<file path="src/shared/odb_pkg.sv">
`default_nettype none
package odb_pkg;
    // sizes of the output stage
    localparam int N_OUT  = 12;
    localparam int N_INT  = 5;
    localparam int N_FRAC = 2;
    localparam int N_SRC  = N_INT + N_FRAC;
    localparam int W_DIV   = 6;
    localparam int W_MODE  = 4;
    localparam int W_SKEW  = 4;
    localparam int W_SLEW  = 2;
    localparam int W_RATIO = 8;

    // register byte addresses
    localparam logic [7:0] A_OUT_BASE  = 8'h00;
    localparam logic [7:0] A_INT_BASE  = 8'h30;
    localparam logic [7:0] A_FRAC_BASE = 8'h44;
    localparam logic [7:0] A_CTRL      = 8'h54;
    localparam logic [7:0] A_STAT      = 8'h58;

    // per-output word fields
    localparam int F_DIV  = 0;
    localparam int F_MODE = 8;
    localparam int F_SKEW = 12;
    localparam int F_STOP = 16;
    localparam int F_INV  = 17;
    localparam int F_SLEW = 18;
    localparam int F_STR  = 20;
    localparam logic [20:0] OUT_MASK = 21'h1FFF3F;
    // integer divider word fields
    localparam int F_RA   = 0;
    localparam int F_RB   = 8;
    localparam int F_ISEL = 16;
    // fractional bank word and control fields
    localparam int F_FR    = 0;
    localparam int F_SS    = 8;
    localparam int F_FSEL  = 0;
    localparam int F_FS_EN = 8;
    localparam int F_FS_ST = 8;

    // reset values and the lowest ratio a divider takes
    localparam logic [20:0]        R_OUT   = 21'h000000;
    localparam logic [W_RATIO-1:0] R_RATIO = 8'h08;
    localparam logic [W_RATIO-1:0] RATIO_MIN = 8'h01;

    // skew step timing
    localparam int SKEW_STEP_PS = 35;
    localparam int SKEW_MAX_PS  = 280;
    localparam logic [W_SKEW-1:0] SKEW_MAX = W_SKEW'(SKEW_MAX_PS / SKEW_STEP_PS);

    // driver format codes
    localparam logic [W_MODE-1:0] M_OFF     = 4'h0;
    localparam logic [W_MODE-1:0] M_SE_TRUE = 4'h1;
    localparam logic [W_MODE-1:0] M_SE_COMP = 4'h2;
    localparam logic [W_MODE-1:0] M_SE_DUAL = 4'h3;
    localparam logic [W_MODE-1:0] M_LVDS    = 4'h4;
    localparam logic [W_MODE-1:0] M_HCSL    = 4'h8;
    localparam logic [W_MODE-1:0] M_ECL     = 4'hC;

    typedef enum logic [2:0] {FMT_OFF, FMT_SE, FMT_LVDS, FMT_LVDS_FAST, FMT_HCSL, FMT_ECL} odb_fmt_t;

    // register port request
    typedef struct packed {
        logic [7:0]  addr;
        logic [31:0] wdata;
        logic        wr;
        logic        rd;
    } odb_bus_t;

    // one output driver's pins and analog settings
    typedef struct packed {
        logic              p_lvl;
        logic              n_lvl;
        logic              p_oe_n;
        logic              n_oe_n;
        odb_fmt_t          fmt;
        logic [W_MODE-1:0] code;
        logic              low_supply;
        logic              term_int;
        logic              imp_42;
        logic [W_SKEW-1:0] delay;
        logic [W_SLEW-1:0] slew;
        logic              imp_25;
    } odb_drv_t;

    // source (group) feeding each output
    localparam int GRP_OF_OUT [N_OUT] = '{0, 1, 1, 2, 2, 2, 3, 3, 3, 4, 5, 5};

    function automatic logic reg_hit(input logic [7:0] a, input logic [7:0] base, input int idx);
        return a == base + 8'(idx * 4);
    endfunction

    function automatic logic [W_RATIO-1:0] clamp_ratio(input logic [W_RATIO-1:0] r);
        return (r < RATIO_MIN) ? RATIO_MIN : r;
    endfunction

    function automatic odb_fmt_t dec_fmt(input logic [W_MODE-1:0] m);
        if (m == M_OFF) begin
            return FMT_OFF;
        end else if (m < M_LVDS) begin
            return FMT_SE;
        end else if (m < M_LVDS + 4'h2) begin
            return FMT_LVDS;
        end else if (m < M_HCSL) begin
            return FMT_LVDS_FAST;
        end else if (m < M_ECL) begin
            return FMT_HCSL;
        end else if (m == M_ECL) begin
            return FMT_ECL;
        end else begin
            return FMT_OFF;
        end
    endfunction
endpackage
`default_nettype wire

</file>
<file path="src/core/odb_int_div.sv">
`default_nettype none
module odb_int_div (
    input  wire logic                          i_sys_clk,
    input  wire logic                          i_rst_b,
    input  wire logic [odb_pkg::W_RATIO-1:0]   i_ratio_a,
    input  wire logic [odb_pkg::W_RATIO-1:0]   i_ratio_b,
    input  wire logic                          i_sel,
    output logic                               o_clk,
    output logic                               o_tick,
    output logic                               o_bank
);
    import odb_pkg::*;

    logic [W_RATIO-1:0] cnt;
    logic [W_RATIO-1:0] ratio;
    logic               edge_end;
    logic [W_RATIO-1:0] next_ratio;
    logic [W_RATIO-1:0] next_cnt;

    // bank choice only sampled at the period boundary
    assign edge_end   = (cnt <= 8'h01);
    assign next_ratio = edge_end ? clamp_ratio(i_sel ? i_ratio_b : i_ratio_a) : ratio;
    assign next_cnt   = edge_end ? next_ratio : cnt - 8'h01;

    // period counter, high for the upper half of each period
    always_ff @(posedge i_sys_clk) begin
        if (!i_rst_b) begin
            cnt    <= R_RATIO;
            ratio  <= R_RATIO;
            o_bank <= 1'b0;
            o_clk  <= 1'b0;
            o_tick <= 1'b0;
        end else begin
            cnt    <= next_cnt;
            ratio  <= next_ratio;
            o_bank <= edge_end ? i_sel : o_bank;
            o_clk  <= (next_cnt > (next_ratio >> 1)) || (next_ratio == 8'h01);
            o_tick <= edge_end;
        end
    end
endmodule
`default_nettype wire

</file>
<file path="src/core/odb_out_div.sv">
`default_nettype none
module odb_out_div (
    input  wire logic                        i_sys_clk,
    input  wire logic                        i_rst_b,
    input  wire logic                        i_tick,
    input  wire logic                        i_src_clk,
    input  wire logic [odb_pkg::W_DIV-1:0]   i_ratio,
    output logic                             o_clk,
    output logic                             o_live
);
    import odb_pkg::*;

    logic [W_DIV-1:0] cnt;
    logic [W_DIV-1:0] act;
    logic             edge_end;

    // new ratio taken only at the end of an output period
    assign edge_end = i_tick && (cnt <= 6'h01);

    always_ff @(posedge i_sys_clk) begin
        if (!i_rst_b) begin
            cnt    <= 6'h00;
            act    <= 6'h00;
            o_clk  <= 1'b0;
            o_live <= 1'b0;
        end else begin
            cnt    <= edge_end ? i_ratio : (i_tick ? cnt - 6'h01 : cnt);
            act    <= edge_end ? i_ratio : act;
            o_live <= edge_end ? (i_ratio != 6'h00) : o_live;
            // zero holds low, one passes the group clock, else half-period split
            o_clk  <= (act == 6'h00) ? 1'b0 : (act == 6'h01) ? i_src_clk : (cnt > (act >> 1));
        end
    end
endmodule
`default_nettype wire

</file>
<file path="src/core/odb_top.sv">
// Overview of operation
// - twelve final dividers; zero disables output, 1..63 divides group clock
// - skew field is unsigned 35 ps steps, capped at 280 ps
// - stopped driver holds low-z low when bit clear, high-z when set
// - dual single-ended polarity bit inverts the complementary output when set
// - two-bit edge rate: fastest, slow, slower, slowest
// - impedance bit picks 50 ohm when clear, 25 ohm when set
// - format codes 0 off, 1 true only, 2 complement only, 3 both
// - codes 4..7 differential low swing, two supplies, fast variants
// - codes 8..11 host clock 50/42.5 ohm ext/int; 12 emitter-coupled
// - every integer and fractional divider holds primary and alternate banks
// - integer divider bank bit picks primary or alternate ratio, taken at the period end
// - fractional divider switches whole configuration on select change
// - spread enables act immediately even in the selected bank
// - any primary-bank output can switch to its alternate frequency
// - frequency select pin switches banks like the control bits
// - with select asserted, alternate values set affected output frequencies
// - bank switching is glitch-free with no runt pulses
// - spread enable zero disables modulation, one enables, writable anytime
//
// Decided for this implementation: the address map and the address-and-strobe port.
`default_nettype none
module odb_top (
    input  wire logic                                  i_sys_clk,
    input  wire logic                                  i_rst_b,
    input  wire odb_pkg::odb_bus_t                     i_bus,
    output logic [31:0]                                o_rdata,
    input  wire logic                                  i_frequency_select_pin,
    output odb_pkg::odb_drv_t [odb_pkg::N_OUT-1:0]     o_drv,
    output logic [odb_pkg::N_SRC-1:0]                  o_src_clk,
    output logic [odb_pkg::N_FRAC-1:0]                 o_spread_en
);
    import odb_pkg::*;

    // software-visible state
    logic [20:0]        out_cfg  [N_OUT];
    logic [16:0]        int_cfg  [N_INT];
    logic [8:0]         frac_cfg [N_FRAC][2];
    logic [N_FRAC-1:0]  frac_sel;
    logic               fs_en;

    // pin synchroniser
    logic               fs_meta;
    logic               fs_sync;

    // fractional working configuration
    logic [W_RATIO-1:0] frac_snap [N_FRAC];
    logic [N_FRAC-1:0]  frac_act_sel;

    // divider outputs
    logic [N_SRC-1:0]   src_clk;
    logic [N_SRC-1:0]   src_tick;
    logic [N_SRC-1:0]   src_bank;
    logic [N_OUT-1:0]   out_clk;
    logic [N_OUT-1:0]   out_live;

    // decode and selection wires
    logic [N_OUT-1:0]   hit_out;
    logic [N_INT-1:0]   hit_int;
    logic [2*N_FRAC-1:0] hit_frac;
    logic               hit_ctrl;
    logic               hit_stat;
    logic               fs_force;
    logic [N_INT-1:0]   int_sel_eff;
    logic [N_FRAC-1:0]  frac_sel_eff;
    logic [31:0]        next_rdata;
    odb_drv_t           next_drv [N_OUT];

    // register address decode
    assign hit_ctrl = (i_bus.addr == A_CTRL);
    assign hit_stat = (i_bus.addr == A_STAT);
    for (genvar i = 0; i < N_OUT; i++) begin : g_hit_out
        assign hit_out[i] = reg_hit(i_bus.addr, A_OUT_BASE, i);
    end
    for (genvar i = 0; i < N_INT; i++) begin : g_hit_int
        assign hit_int[i] = reg_hit(i_bus.addr, A_INT_BASE, i);
    end
    for (genvar i = 0; i < 2 * N_FRAC; i++) begin : g_hit_frac
        assign hit_frac[i] = reg_hit(i_bus.addr, A_FRAC_BASE, i);
    end

    // frequency select pin acts as a second source of every bank bit
    assign fs_force = fs_en & fs_sync;
    for (genvar i = 0; i < N_INT; i++) begin : g_isel
        assign int_sel_eff[i] = int_cfg[i][F_ISEL] | fs_force;
    end
    for (genvar f = 0; f < N_FRAC; f++) begin : g_fsel
        assign frac_sel_eff[f] = frac_sel[f] | fs_force;
    end

    // two-flop synchroniser for the select pin
    always_ff @(posedge i_sys_clk) begin
        if (!i_rst_b) begin
            fs_meta <= 1'b0;
            fs_sync <= 1'b0;
        end else begin
            fs_meta <= i_frequency_select_pin;
            fs_sync <= fs_meta;
        end
    end

    // per-output words
    always_ff @(posedge i_sys_clk) begin
        for (int i = 0; i < N_OUT; i++) begin
            if (!i_rst_b) begin
                out_cfg[i] <= R_OUT;
            end else if (i_bus.wr && hit_out[i]) begin
                out_cfg[i] <= i_bus.wdata[20:0] & OUT_MASK;
            end
        end
    end

    // integer divider words: both banks and the select bit
    always_ff @(posedge i_sys_clk) begin
        for (int i = 0; i < N_INT; i++) begin
            if (!i_rst_b) begin
                int_cfg[i] <= {1'b0, R_RATIO, R_RATIO};
            end else if (i_bus.wr && hit_int[i]) begin
                int_cfg[i] <= i_bus.wdata[16:0];
            end
        end
    end

    // fractional bank words, staged until selected
    always_ff @(posedge i_sys_clk) begin
        for (int f = 0; f < N_FRAC; f++) begin
            for (int b = 0; b < 2; b++) begin
                if (!i_rst_b) begin
                    frac_cfg[f][b] <= {1'b0, R_RATIO};
                end else if (i_bus.wr && hit_frac[2 * f + b]) begin
                    frac_cfg[f][b] <= i_bus.wdata[8:0];
                end
            end
        end
    end

    // control word: fractional selects and pin enable
    always_ff @(posedge i_sys_clk) begin
        if (!i_rst_b) begin
            frac_sel <= '0;
            fs_en    <= 1'b0;
        end else if (i_bus.wr && hit_ctrl) begin
            frac_sel <= i_bus.wdata[F_FSEL +: N_FRAC];
            fs_en    <= i_bus.wdata[F_FS_EN];
        end
    end

    // snapshot of the newly selected bank, taken only when select moves
    always_ff @(posedge i_sys_clk) begin
        for (int f = 0; f < N_FRAC; f++) begin
            if (!i_rst_b) begin
                frac_snap[f]    <= R_RATIO;
                frac_act_sel[f] <= 1'b0;
            end else if (frac_sel_eff[f] != frac_act_sel[f]) begin
                frac_snap[f]    <= frac_cfg[f][frac_sel_eff[f]][F_FR +: W_RATIO];
                frac_act_sel[f] <= frac_sel_eff[f];
            end
        end
    end

    // spread enable follows the live bank at once
    always_ff @(posedge i_sys_clk) begin
        for (int f = 0; f < N_FRAC; f++) begin
            if (!i_rst_b) begin
                o_spread_en[f] <= 1'b0;
            end else begin
                o_spread_en[f] <= frac_cfg[f][frac_sel_eff[f]][F_SS];
            end
        end
    end

    // integer dividers, bank latched at period end
    for (genvar i = 0; i < N_INT; i++) begin : g_int
        odb_int_div u_int (
            .i_sys_clk (i_sys_clk),
            .i_rst_b   (i_rst_b),
            .i_ratio_a (int_cfg[i][F_RA +: W_RATIO]),
            .i_ratio_b (int_cfg[i][F_RB +: W_RATIO]),
            .i_sel     (int_sel_eff[i]),
            .o_clk     (src_clk[i]),
            .o_tick    (src_tick[i]),
            .o_bank    (src_bank[i])
        );
    end

    // fractional dividers run from the snapshot ratio
    for (genvar f = 0; f < N_FRAC; f++) begin : g_frac
        odb_int_div u_frac (
            .i_sys_clk (i_sys_clk),
            .i_rst_b   (i_rst_b),
            .i_ratio_a (frac_snap[f]),
            .i_ratio_b (frac_snap[f]),
            .i_sel     (frac_act_sel[f]),
            .o_clk     (src_clk[N_INT + f]),
            .o_tick    (src_tick[N_INT + f]),
            .o_bank    (src_bank[N_INT + f])
        );
    end

    assign o_src_clk = src_clk;

    // final per-output dividers off their group clock
    for (genvar i = 0; i < N_OUT; i++) begin : g_out
        odb_out_div u_out (
            .i_sys_clk (i_sys_clk),
            .i_rst_b   (i_rst_b),
            .i_tick    (src_tick[GRP_OF_OUT[i]]),
            .i_src_clk (src_clk[GRP_OF_OUT[i]]),
            .i_ratio   (out_cfg[i][F_DIV +: W_DIV]),
            .o_clk     (out_clk[i]),
            .o_live    (out_live[i])
        );
    end

    // driver pin and setting derivation
    always_comb begin
        for (int i = 0; i < N_OUT; i++) begin
            logic [W_MODE-1:0] m;
            logic              c;
            logic              hold_hz;
            m = out_cfg[i][F_MODE +: W_MODE];
            c = out_clk[i];
            hold_hz = out_cfg[i][F_STOP];
            next_drv[i].code       = m;
            next_drv[i].fmt        = dec_fmt(m);
            next_drv[i].low_supply = (m >= M_LVDS) && (m < M_HCSL) && m[0];
            next_drv[i].term_int   = (m >= M_HCSL) && (m < M_ECL) && m[0];
            next_drv[i].imp_42     = (m >= M_HCSL) && (m < M_ECL) && m[1];
            next_drv[i].delay      = (out_cfg[i][F_SKEW +: W_SKEW] > SKEW_MAX) ?
                                     SKEW_MAX : out_cfg[i][F_SKEW +: W_SKEW];
            next_drv[i].slew       = out_cfg[i][F_SLEW +: W_SLEW];
            next_drv[i].imp_25     = out_cfg[i][F_STR];
            next_drv[i].p_lvl      = 1'b0;
            next_drv[i].n_lvl      = 1'b0;
            next_drv[i].p_oe_n     = 1'b1;
            next_drv[i].n_oe_n     = 1'b1;
            if (next_drv[i].fmt == FMT_OFF) begin
                next_drv[i].p_oe_n = 1'b1;
            end else if (!out_live[i]) begin
                // stopped: pins low at low-z, or released
                next_drv[i].p_oe_n = (m != M_SE_COMP) ? hold_hz : 1'b1;
                next_drv[i].n_oe_n = (m != M_SE_TRUE) ? hold_hz : 1'b1;
            end else if (m == M_SE_TRUE) begin
                next_drv[i].p_lvl  = c;
                next_drv[i].p_oe_n = 1'b0;
            end else if (m == M_SE_COMP) begin
                next_drv[i].n_lvl  = c;
                next_drv[i].n_oe_n = 1'b0;
            end else if (m == M_SE_DUAL) begin
                next_drv[i].p_lvl  = c;
                next_drv[i].n_lvl  = out_cfg[i][F_INV] ? ~c : c;
                next_drv[i].p_oe_n = 1'b0;
                next_drv[i].n_oe_n = 1'b0;
            end else begin
                // differential formats drive a true pair
                next_drv[i].p_lvl  = c;
                next_drv[i].n_lvl  = ~c;
                next_drv[i].p_oe_n = 1'b0;
                next_drv[i].n_oe_n = 1'b0;
            end
        end
    end

    // driver outputs from flops
    always_ff @(posedge i_sys_clk) begin
        for (int i = 0; i < N_OUT; i++) begin
            if (!i_rst_b) begin
                o_drv[i] <= '{p_lvl: 1'b0, n_lvl: 1'b0, p_oe_n: 1'b1, n_oe_n: 1'b1, fmt: FMT_OFF,
                              default: '0};
            end else begin
                o_drv[i] <= next_drv[i];
            end
        end
    end

    // read selection
    always_comb begin
        next_rdata = 32'h00000000;
        for (int i = 0; i < N_OUT; i++) begin
            if (hit_out[i]) begin
                next_rdata = {11'h000, out_cfg[i]};
            end
        end
        for (int i = 0; i < N_INT; i++) begin
            if (hit_int[i]) begin
                next_rdata = {15'h0000, int_cfg[i]};
            end
        end
        for (int f = 0; f < N_FRAC; f++) begin
            for (int b = 0; b < 2; b++) begin
                if (hit_frac[2 * f + b]) begin
                    next_rdata = {23'h000000, frac_cfg[f][b]};
                end
            end
        end
        if (hit_ctrl) begin
            next_rdata = {23'h000000, fs_en, 6'h00, frac_sel};
        end else if (hit_stat) begin
            next_rdata = {23'h000000, fs_sync, 1'b0, src_bank};
        end
    end

    // read data stands only in the cycle after the strobe
    always_ff @(posedge i_sys_clk) begin
        if (!i_rst_b) begin
            o_rdata <= 32'h00000000;
        end else begin
            o_rdata <= i_bus.rd ? next_rdata : 32'h00000000;
        end
    end
endmodule
`default_nettype wire

</file>
<file path="config.mk">
export PLATFORM = sky130hd
export DESIGN_NAME = odb_top
export DESIGN_NICKNAME = d
export VERILOG_FILES = /design/src/shared/odb_pkg.sv /design/src/core/odb_int_div.sv /design/src/core/odb_out_div.sv /design/src/core/odb_top.sv
export SDC_FILE = /design/constraint.sdc
export NUM_CORES = 2
export LEC_CHECK = 0
export BUFFER_PORTS_ARGS = -buffer_cell sky130_fd_sc_hd__buf_2
export CAP_MARGIN = 20
export CORE_MARGIN = 8
export CORE_UTILIZATION = 55
export DETAILED_ROUTE_END_ITERATION = 12
export PLACE_DENSITY = 0.77
export REMOVE_ABC_BUFFERS = 1
export SYNTH_ARGS = -nofsm -noshare
export SYNTH_HDL_FRONTEND = slang
export SYNTH_SLANG_ARGS = --single-unit
</file>
<file path="constraint.sdc">
create_clock -name i_sys_clk -period 3.8 [get_ports i_sys_clk]
set_clock_uncertainty 0.05 [all_clocks]
set_input_delay 0.57 -clock i_sys_clk [delete_from_list [all_inputs] [get_ports i_sys_clk]]
set_output_delay 0.57 -clock i_sys_clk [all_outputs]
set_load 0.02 [all_outputs]
</file>
Word level (Yosys, flattened, before mapping)

Memory sizes are Yosys's and may differ from the RTL's.
Index checks and enable logic that the tools add are counted.

Reduce and logical (&&, ||, !) cells: 228
Mux-type cells: 412
Equality and inequality tests: 115
Magnitude comparators: 131
Add/sub/neg operators: 19
Bitwise gates (word level): 59

Operator list:

| cell                | count |
|---|---|
| $mux 21             | 12 |
| $mux 3              | 84 |
| $mux 19             | 12 |
| $mux 8              | 28 |
| $mux 1              | 202 |
| $mux 17             | 10 |
| $mux 6              | 24 |
| $mux 9              | 16 |
| $eq 4x2->1 const B  | 24 |
| $lt 4x3->1 const B  | 24 |
| $lt 4x4->1 const B  | 24 |
| $logic_and 1x1->1   | 94 |
| $eq 6x1->1 const B  | 12 |
| $gt 6x5->1          | 12 |
| $le 6x1->1 const B  | 12 |
| $logic_not 6->1     | 12 |
| $reduce_bool 6->1   | 12 |
| $reduce_or 2->1     | 36 |
| $sub 6x1->6 const B | 12 |
| $eq 8x6->1 const B  | 8 |
| $eq 8x1->1 const B  | 7 |
| $eq 8x7->1 const B  | 7 |
| $gt 8x7->1          | 7 |
| $le 8x1->1 const B  | 7 |
| other kinds (31)    | 266 |

Memories: 4
Flip-flop bits (word level): 593
Input bits: 45
Bits in writable memories: 365

Memory list:

| name      | words | width | rd ports | clocked after memory_dff | wr ports | RTL line      | source |
|---|---|---|---|---|---|---|---|
| out_cfg   | 12    | 19    | 12       | 0                        | 12       | odb_top.sv:36 | `logic [20:0] out_cfg [N_OUT];` |
| int_cfg   | 5     | 17    | 5        | 0                        | 5        | odb_top.sv:37 | `logic [16:0] int_cfg [N_INT];` |
| frac_cfg  | 2     | 18    | 2        | 0                        | 2        | odb_top.sv:38 | `logic [8:0] frac_cfg [N_FRAC][2];` |
| frac_snap | 2     | 8     | 2        | 0                        | 2        | odb_top.sv:47 | `logic [W_RATIO-1:0] frac_snap [N_FRAC];` |

Logic depth before layout (Yosys ltp)

Depth after elaboration: 24
Depth in mapped cells: 15
Depth with buffers taken out: 14

Hierarchy

From an unflattened synthesis, not the netlist that was laid out.

Cell total of the unflattened synthesis: 4,357
Area total of the unflattened synthesis: 45,038.2 µm²

Modules (own cells, without submodules):

| module      | area an instance (µm²) | instances | cells an instance | seq. area each (µm²) |
|---|---|---|---|---|
| odb_top     | 27,077.2               | 1         | 2,376             | 16,605.9 |
| odb_out_div | 842.1                  | 12        | 91                | 280.3 |
| odb_int_div | 1,122.3                | 7         | 127               | 380.4 |

Least setup slack after synthesis

Ideal clock, no wire load.

Kind: input to register
Start: in i_bus[35] in the netlist's numbering
End: mem out_cfg[2][19] in the netlist's numbering, enable pin
Setup time: 425 ps
Data arrival time: 3,141 ps
Slack: 184 ps
Stages: 5
Buffers on the path: 3
Data required time: 3,325 ps
Cell sequence: buf_2 -> or4b_1 -> clkbuf_1 -> clkbuf_1 -> o31ai_1

RTL lines:

| what            | RTL line      | source |
|---|---|---|
| start, declared | odb_top.sv:26 | `input wire odb_pkg::odb_bus_t i_bus,` |
| end, declared   | odb_top.sv:36 |  |

Worst setup path in the final report

Start: reg g_int[3].u_int.cnt[0]
End: reg g_int[3].u_int.o_clk

Longest elaborated chain between the ends: 5

Ends and longest elaborated chain:

| what                           | RTL line          | source |
|---|---|---|
| start, declared                | odb_int_div.sv:14 | `logic [W_RATIO-1:0] cnt;` |
| start signal, assigned         | odb_int_div.sv:34 | `cnt <= next_cnt;` |
| $le 8x1->1                     | odb_int_div.sv:21 | `assign edge_end = (cnt <= 8'h01);` |
| $mux 8                         | odb_int_div.sv:22 | `assign next_ratio = edge_end ? clamp_ratio(i_sel ? i_ratio_b : i_ratio_a) : ratio;` |
| $mux 8 *                       | odb_int_div.sv:23 | `assign next_cnt = edge_end ? next_ratio : cnt - 8'h01;` |
| via g_int[3].u_int.next_cnt[1] | odb_int_div.sv:18 | `logic [W_RATIO-1:0] next_cnt;` |
| $gt 8x7->1 *                   | odb_int_div.sv:37 | `o_clk <= (next_cnt > (next_ratio >> 1)) \|\| (next_ratio == 8'h01);` |
| $logic_or 1x1->1 *             | odb_int_div.sv:37 |  |
| end signal, assigned           | odb_int_div.sv:37 |  |
| end, declared                  | odb_int_div.sv:8  | `output logic o_clk,` |

The timed path passes the listed nets; every way through them passes the cells marked *.
A chain may end at the register's enable or synchronous reset.

==> summary.txt <==
Run status
  – Status: complete, no violations

Placement
  – PortBufs: 315
  – Gpl congestion: ~1.0
  – DPL Wire Length: between 100,000 and 150,000 um
  – Pre-CTS setup slack: about 390 ps

Clock tree
  – CTS root buf: clkbuf_16
  – Clock sinks: about 950
  – Cts hold-fix bufs: 0
  – Clock slew at reported path FFs: 70 ps
  – Resize count post-CTS: 0
  – Clk buf depth: 3
  – CTS tree: done
  – Number of buffers created by CTS: 96
  – Worst-Skew Late Latency: 690 ps
  – H-tree Lvls: 3
  – Postcts setup bufs: 0

STA
  – Hold Worst Slack: 55.2 ps
  – FMAX: around 0.29 GHz
  – Final setup margin: between 300 and 400 ps
  – Period utilisation layout: 0.904
  – Slew at the pin closest to its max-slew limit: about 1000 ps
  – Minimum clock period: ~3400 ps
  – Max-slew violation count: 0
  – RSZ-0062 raised after global routing: false
  – Final setup fails: 0
  – Final Hold Viols: 0
  – Headroom to the max-slew limit: 0.308

Global route
  – Met3 Usage GRT: 0.0957
  – GRT Total Usage: 0.306
  – First-pass GRT wire length: approximately 210,000 um
  – Met1 Track Usage GR: 0.392
  – Vias in the first global route: roughly 35,000
  – Initial antenna violation count: 20
  – Top Usage Layer GRT: met2
  – Total gr overflow: 0
  – Met2 usage in global routing: 0.468
  – Largest net degree at the start of global routing: roughly 110

Setup path
  – Worst Path Required: between 4000 and 5000 ps
  – Critical path launch point type: flip-flop
  – CP max FO: 14
  – FF-to-FF setup slack: around 360 ps
  – CP endpoint kind: flip-flop
  – Critical Path AT: 3940 ps
  – Worst setup path category: reg2reg

Logic synthesis
  – Sequential fraction of the synthesis area: 0.520
  – Number of synthesized flops with an enable pin: roughly 370
  – Simple-Gate Fraction of Synth Area: 0.218
  – Most area-consuming cells after synthesis: dfxtp_1 (27%), edfxtp_1 (25%), and2_1 (7.2%), ha_1 (4.2%), nand2_1 (3.7%)
  – Most used DFF post-synth: dfxtp_1
  – FF+latch count, synth: roughly 950
  – Synth async-reset ratio: 0
  – Cells after Synth: 4,473
  – Cell taking the most area after synthesis: dfxtp_1
  – Area share of fa/ha/maj cells after synthesis: 0.0423
  – Syn_area_per_cell: about 9.7 um^2
  – Synth Area in Compound Gates: 0.143
  – Mapped cell area: around 43,000 um^2
  – Largest family of logic cells by synthesized area: simple AND/OR/NAND/NOR gates
  – Synthesis warning total: 0
  – Mux contribution to synthesized area: 0.0264
  – Netlist cell types: 90
  – Share of the synthesized area in the top cell type: 0.268
  – Xor/xnor share of the synthesized area: 0.00665

Finish
  – Nets: between 4,000 and 5,000
  – Area grow syn2layout: 13.8%
  – Layout cells sized above 1: 0.146

Pwr
  – P_leak: slightly below 20 nW
  – Power share of the clock group: 0.327
  – Switching share of power: 0.316
  – Power share of the combinational group: 0.246
  – Max VDD drop: around 370 uV
  – Reg power frac: 0.427
  – Internal power: slightly above 20 mW
  – NetSw: between 9 and 10 mW
  – PwrDens: between 500 and 600 nW/um^2

Floorplanning
  – Core area: 78,600 um^2
  – IO Pins: about 340
  – Die Span Y: between 200 and 300 um
  – Die Area: 88,300 um^2
  – Starting Density: 0.553
  – Row cnt: 103
  – Die X: 297 um

Drt
  – Avg WL per Cell: 24.1 um
  – Routed vias/inst: a little over 6
  – Vias: roughly 36,000
  – DRC viols: 0
  – Routed Antenna Nets: 0
  – DR pass1 iterations: 6
  – Initial DRC Count: 5,057
  – WL final: between 100,000 and 150,000 um

Min path
  – Hold Crit Class: in2reg

Run
  – Max-cap violations: 0
final cells by class:
type	count	area, um^2
antenna	10	25.0
sequential	947	22600
timing repair buffer	431	2520
tap	1050	1310
multi-input combinational	3082	19100
clock inverter	43	378
clock buffer	135	2870
inverter	179	679
fill	6324	29100
worst max-delay path, stage by stage, from the launching register on:
cell and delay (ps):
dfxtp_1 390, inv_1 90, ha_1 250, or2_2 310, and3_1 370, nand3_1 200
a21boi_0 280, ha_1 290, nor2b_1 130, o21a_1 160, o21ai_0 170, a21oi_1 100
a2111oi_0 350, o21ai_0 160
power groups by stage:
stage | Sequential [mW] | Combinational, mW | Clock [mW]
after floorplan | 12.6 | 5.03 | 0
after global placement | 12.7 | 6.91 | 0
after detailed placement | 12.8 | 7.10 | 0
after CTS | 12.6 | 7.16 | 9.71
after global routing | 12.7 | 8.12 | 10.1
final | 12.6 | 7.26 | 9.66
layer usage:
metal / wire [um] / share of wire
met1: 52700 / 0.37
met2: 61500 / 0.44
met5: 87 / 0.00062
met3: 19100 / 0.14
met4: 7890 / 0.056
cell families after synthesis:
kind of cell	after synthesis
XOR/XNOR	33
other	1
adder cells (fa/ha/maj)	147
buffers and inverters	454
AND/OR/NAND/NOR	1814
flip-flops	947
multiplexers	101
AO/OA/AOI/OAI	976
registers in the layout (all words and copies together), names as in the netlist, 2 cells and up:
signal / cells
g_out.u_out.o_clk: 12
o_rdata: 21
g_int.u_int.o_bank: 5
frac_cfg: 36
g_int.u_int.o_tick: 5
g_out.u_out.act: 72
g_int.u_int.cnt: 40
g_frac.u_frac.ratio: 16
g_frac.u_frac.o_bank: 2
g_frac.u_frac.cnt: 16
g_out.u_out.o_live: 12
o_spread_en: 2
g_int.u_int.ratio: 40
int_cfg: 85
frac_snap: 16
g_frac.u_frac.o_clk: 2
frac_sel: 2
g_out.u_out.cnt: 72
o_drv: 252
g_int.u_int.o_clk: 5
out_cfg: 228
frac_act_sel: 2
placed cells by master, fill, tap and decap left out, drive strengths merged, types with 23 or more instances in the layout:
cell type,n
a211oi,40
clkbuf,135
and3,32
dfxtp,582
a21oi,256
nor3,103
o22ai,47
a21boi,28
nor2,381
inv,191
ha,147
nand4,35
nor2b,37
o21a,51
o31ai,51
and2,501
or4,23
nand2,423
buf,431
mux2i,72
a22oi,41
nand2b,37
nand3,83
a31oi,35
edfxtp,365
nor4,42
or3,39
o21ai,249
clkinv,26
worst paths after layout:
kind,startpoint,to,cells after the start
hold / removal,i_frequency_select_pin,fs_meta$_SDFF_PN0_,2
setup reg to reg,g_int[3].u_int.cnt[0]$_SDFF_PN0_,g_int[3].u_int.o_clk$_SDFF_PN0_,13
setup / recovery,g_int[3].u_int.cnt[0]$_SDFF_PN0_,g_int[3].u_int.o_clk$_SDFF_PN0_,13
hold reg to reg,g_out[4].u_out.o_live$_SDFFE_PN0P_,o_drv[104]$_SDFF_PP0_,2
metrics by stage:
stage | area (um^2) | utilization | std cells | setup TNS, ps | power, mW
5_1_grt | 49500 | 0.629 | 5870 | 0 | 30.9
2_1_floorplan | 42300 | - | 4208 | -415640 | 17.6
6_report | 49500 | 0.630 | 5877 | 0 | 29.5
4_1_cts | 49500 | 0.629 | 5867 | 0 | 29.4
3_5_place_dp | 46200 | 0.588 | 5689 | 0 | 19.9
3_3_place_gp | 46200 | 0.588 | 5689 | 0 | 19.6
cell usage after synthesis, types with 35 or more instances:
library cell,count
a211oi_1,40
ha_1,147
o22ai_1,47
nor3_1,90
o31ai_1,51
o21ai_0,248
nor2b_1,37
nor2_1,376
dfxtp_1,582
clkbuf_1,189
buf_2,38
mux2i_1,72
nand4_1,35
nand2b_1,37
inv_1,179
a22oi_1,41
a31oi_1,35
and2_1,501
nor4_1,39
o21a_1,51
a21oi_1,253
edfxtp_1,365
nand2_1,423
nand3_1,83
or3_1,39
Power figures use the tool's default switching activity.
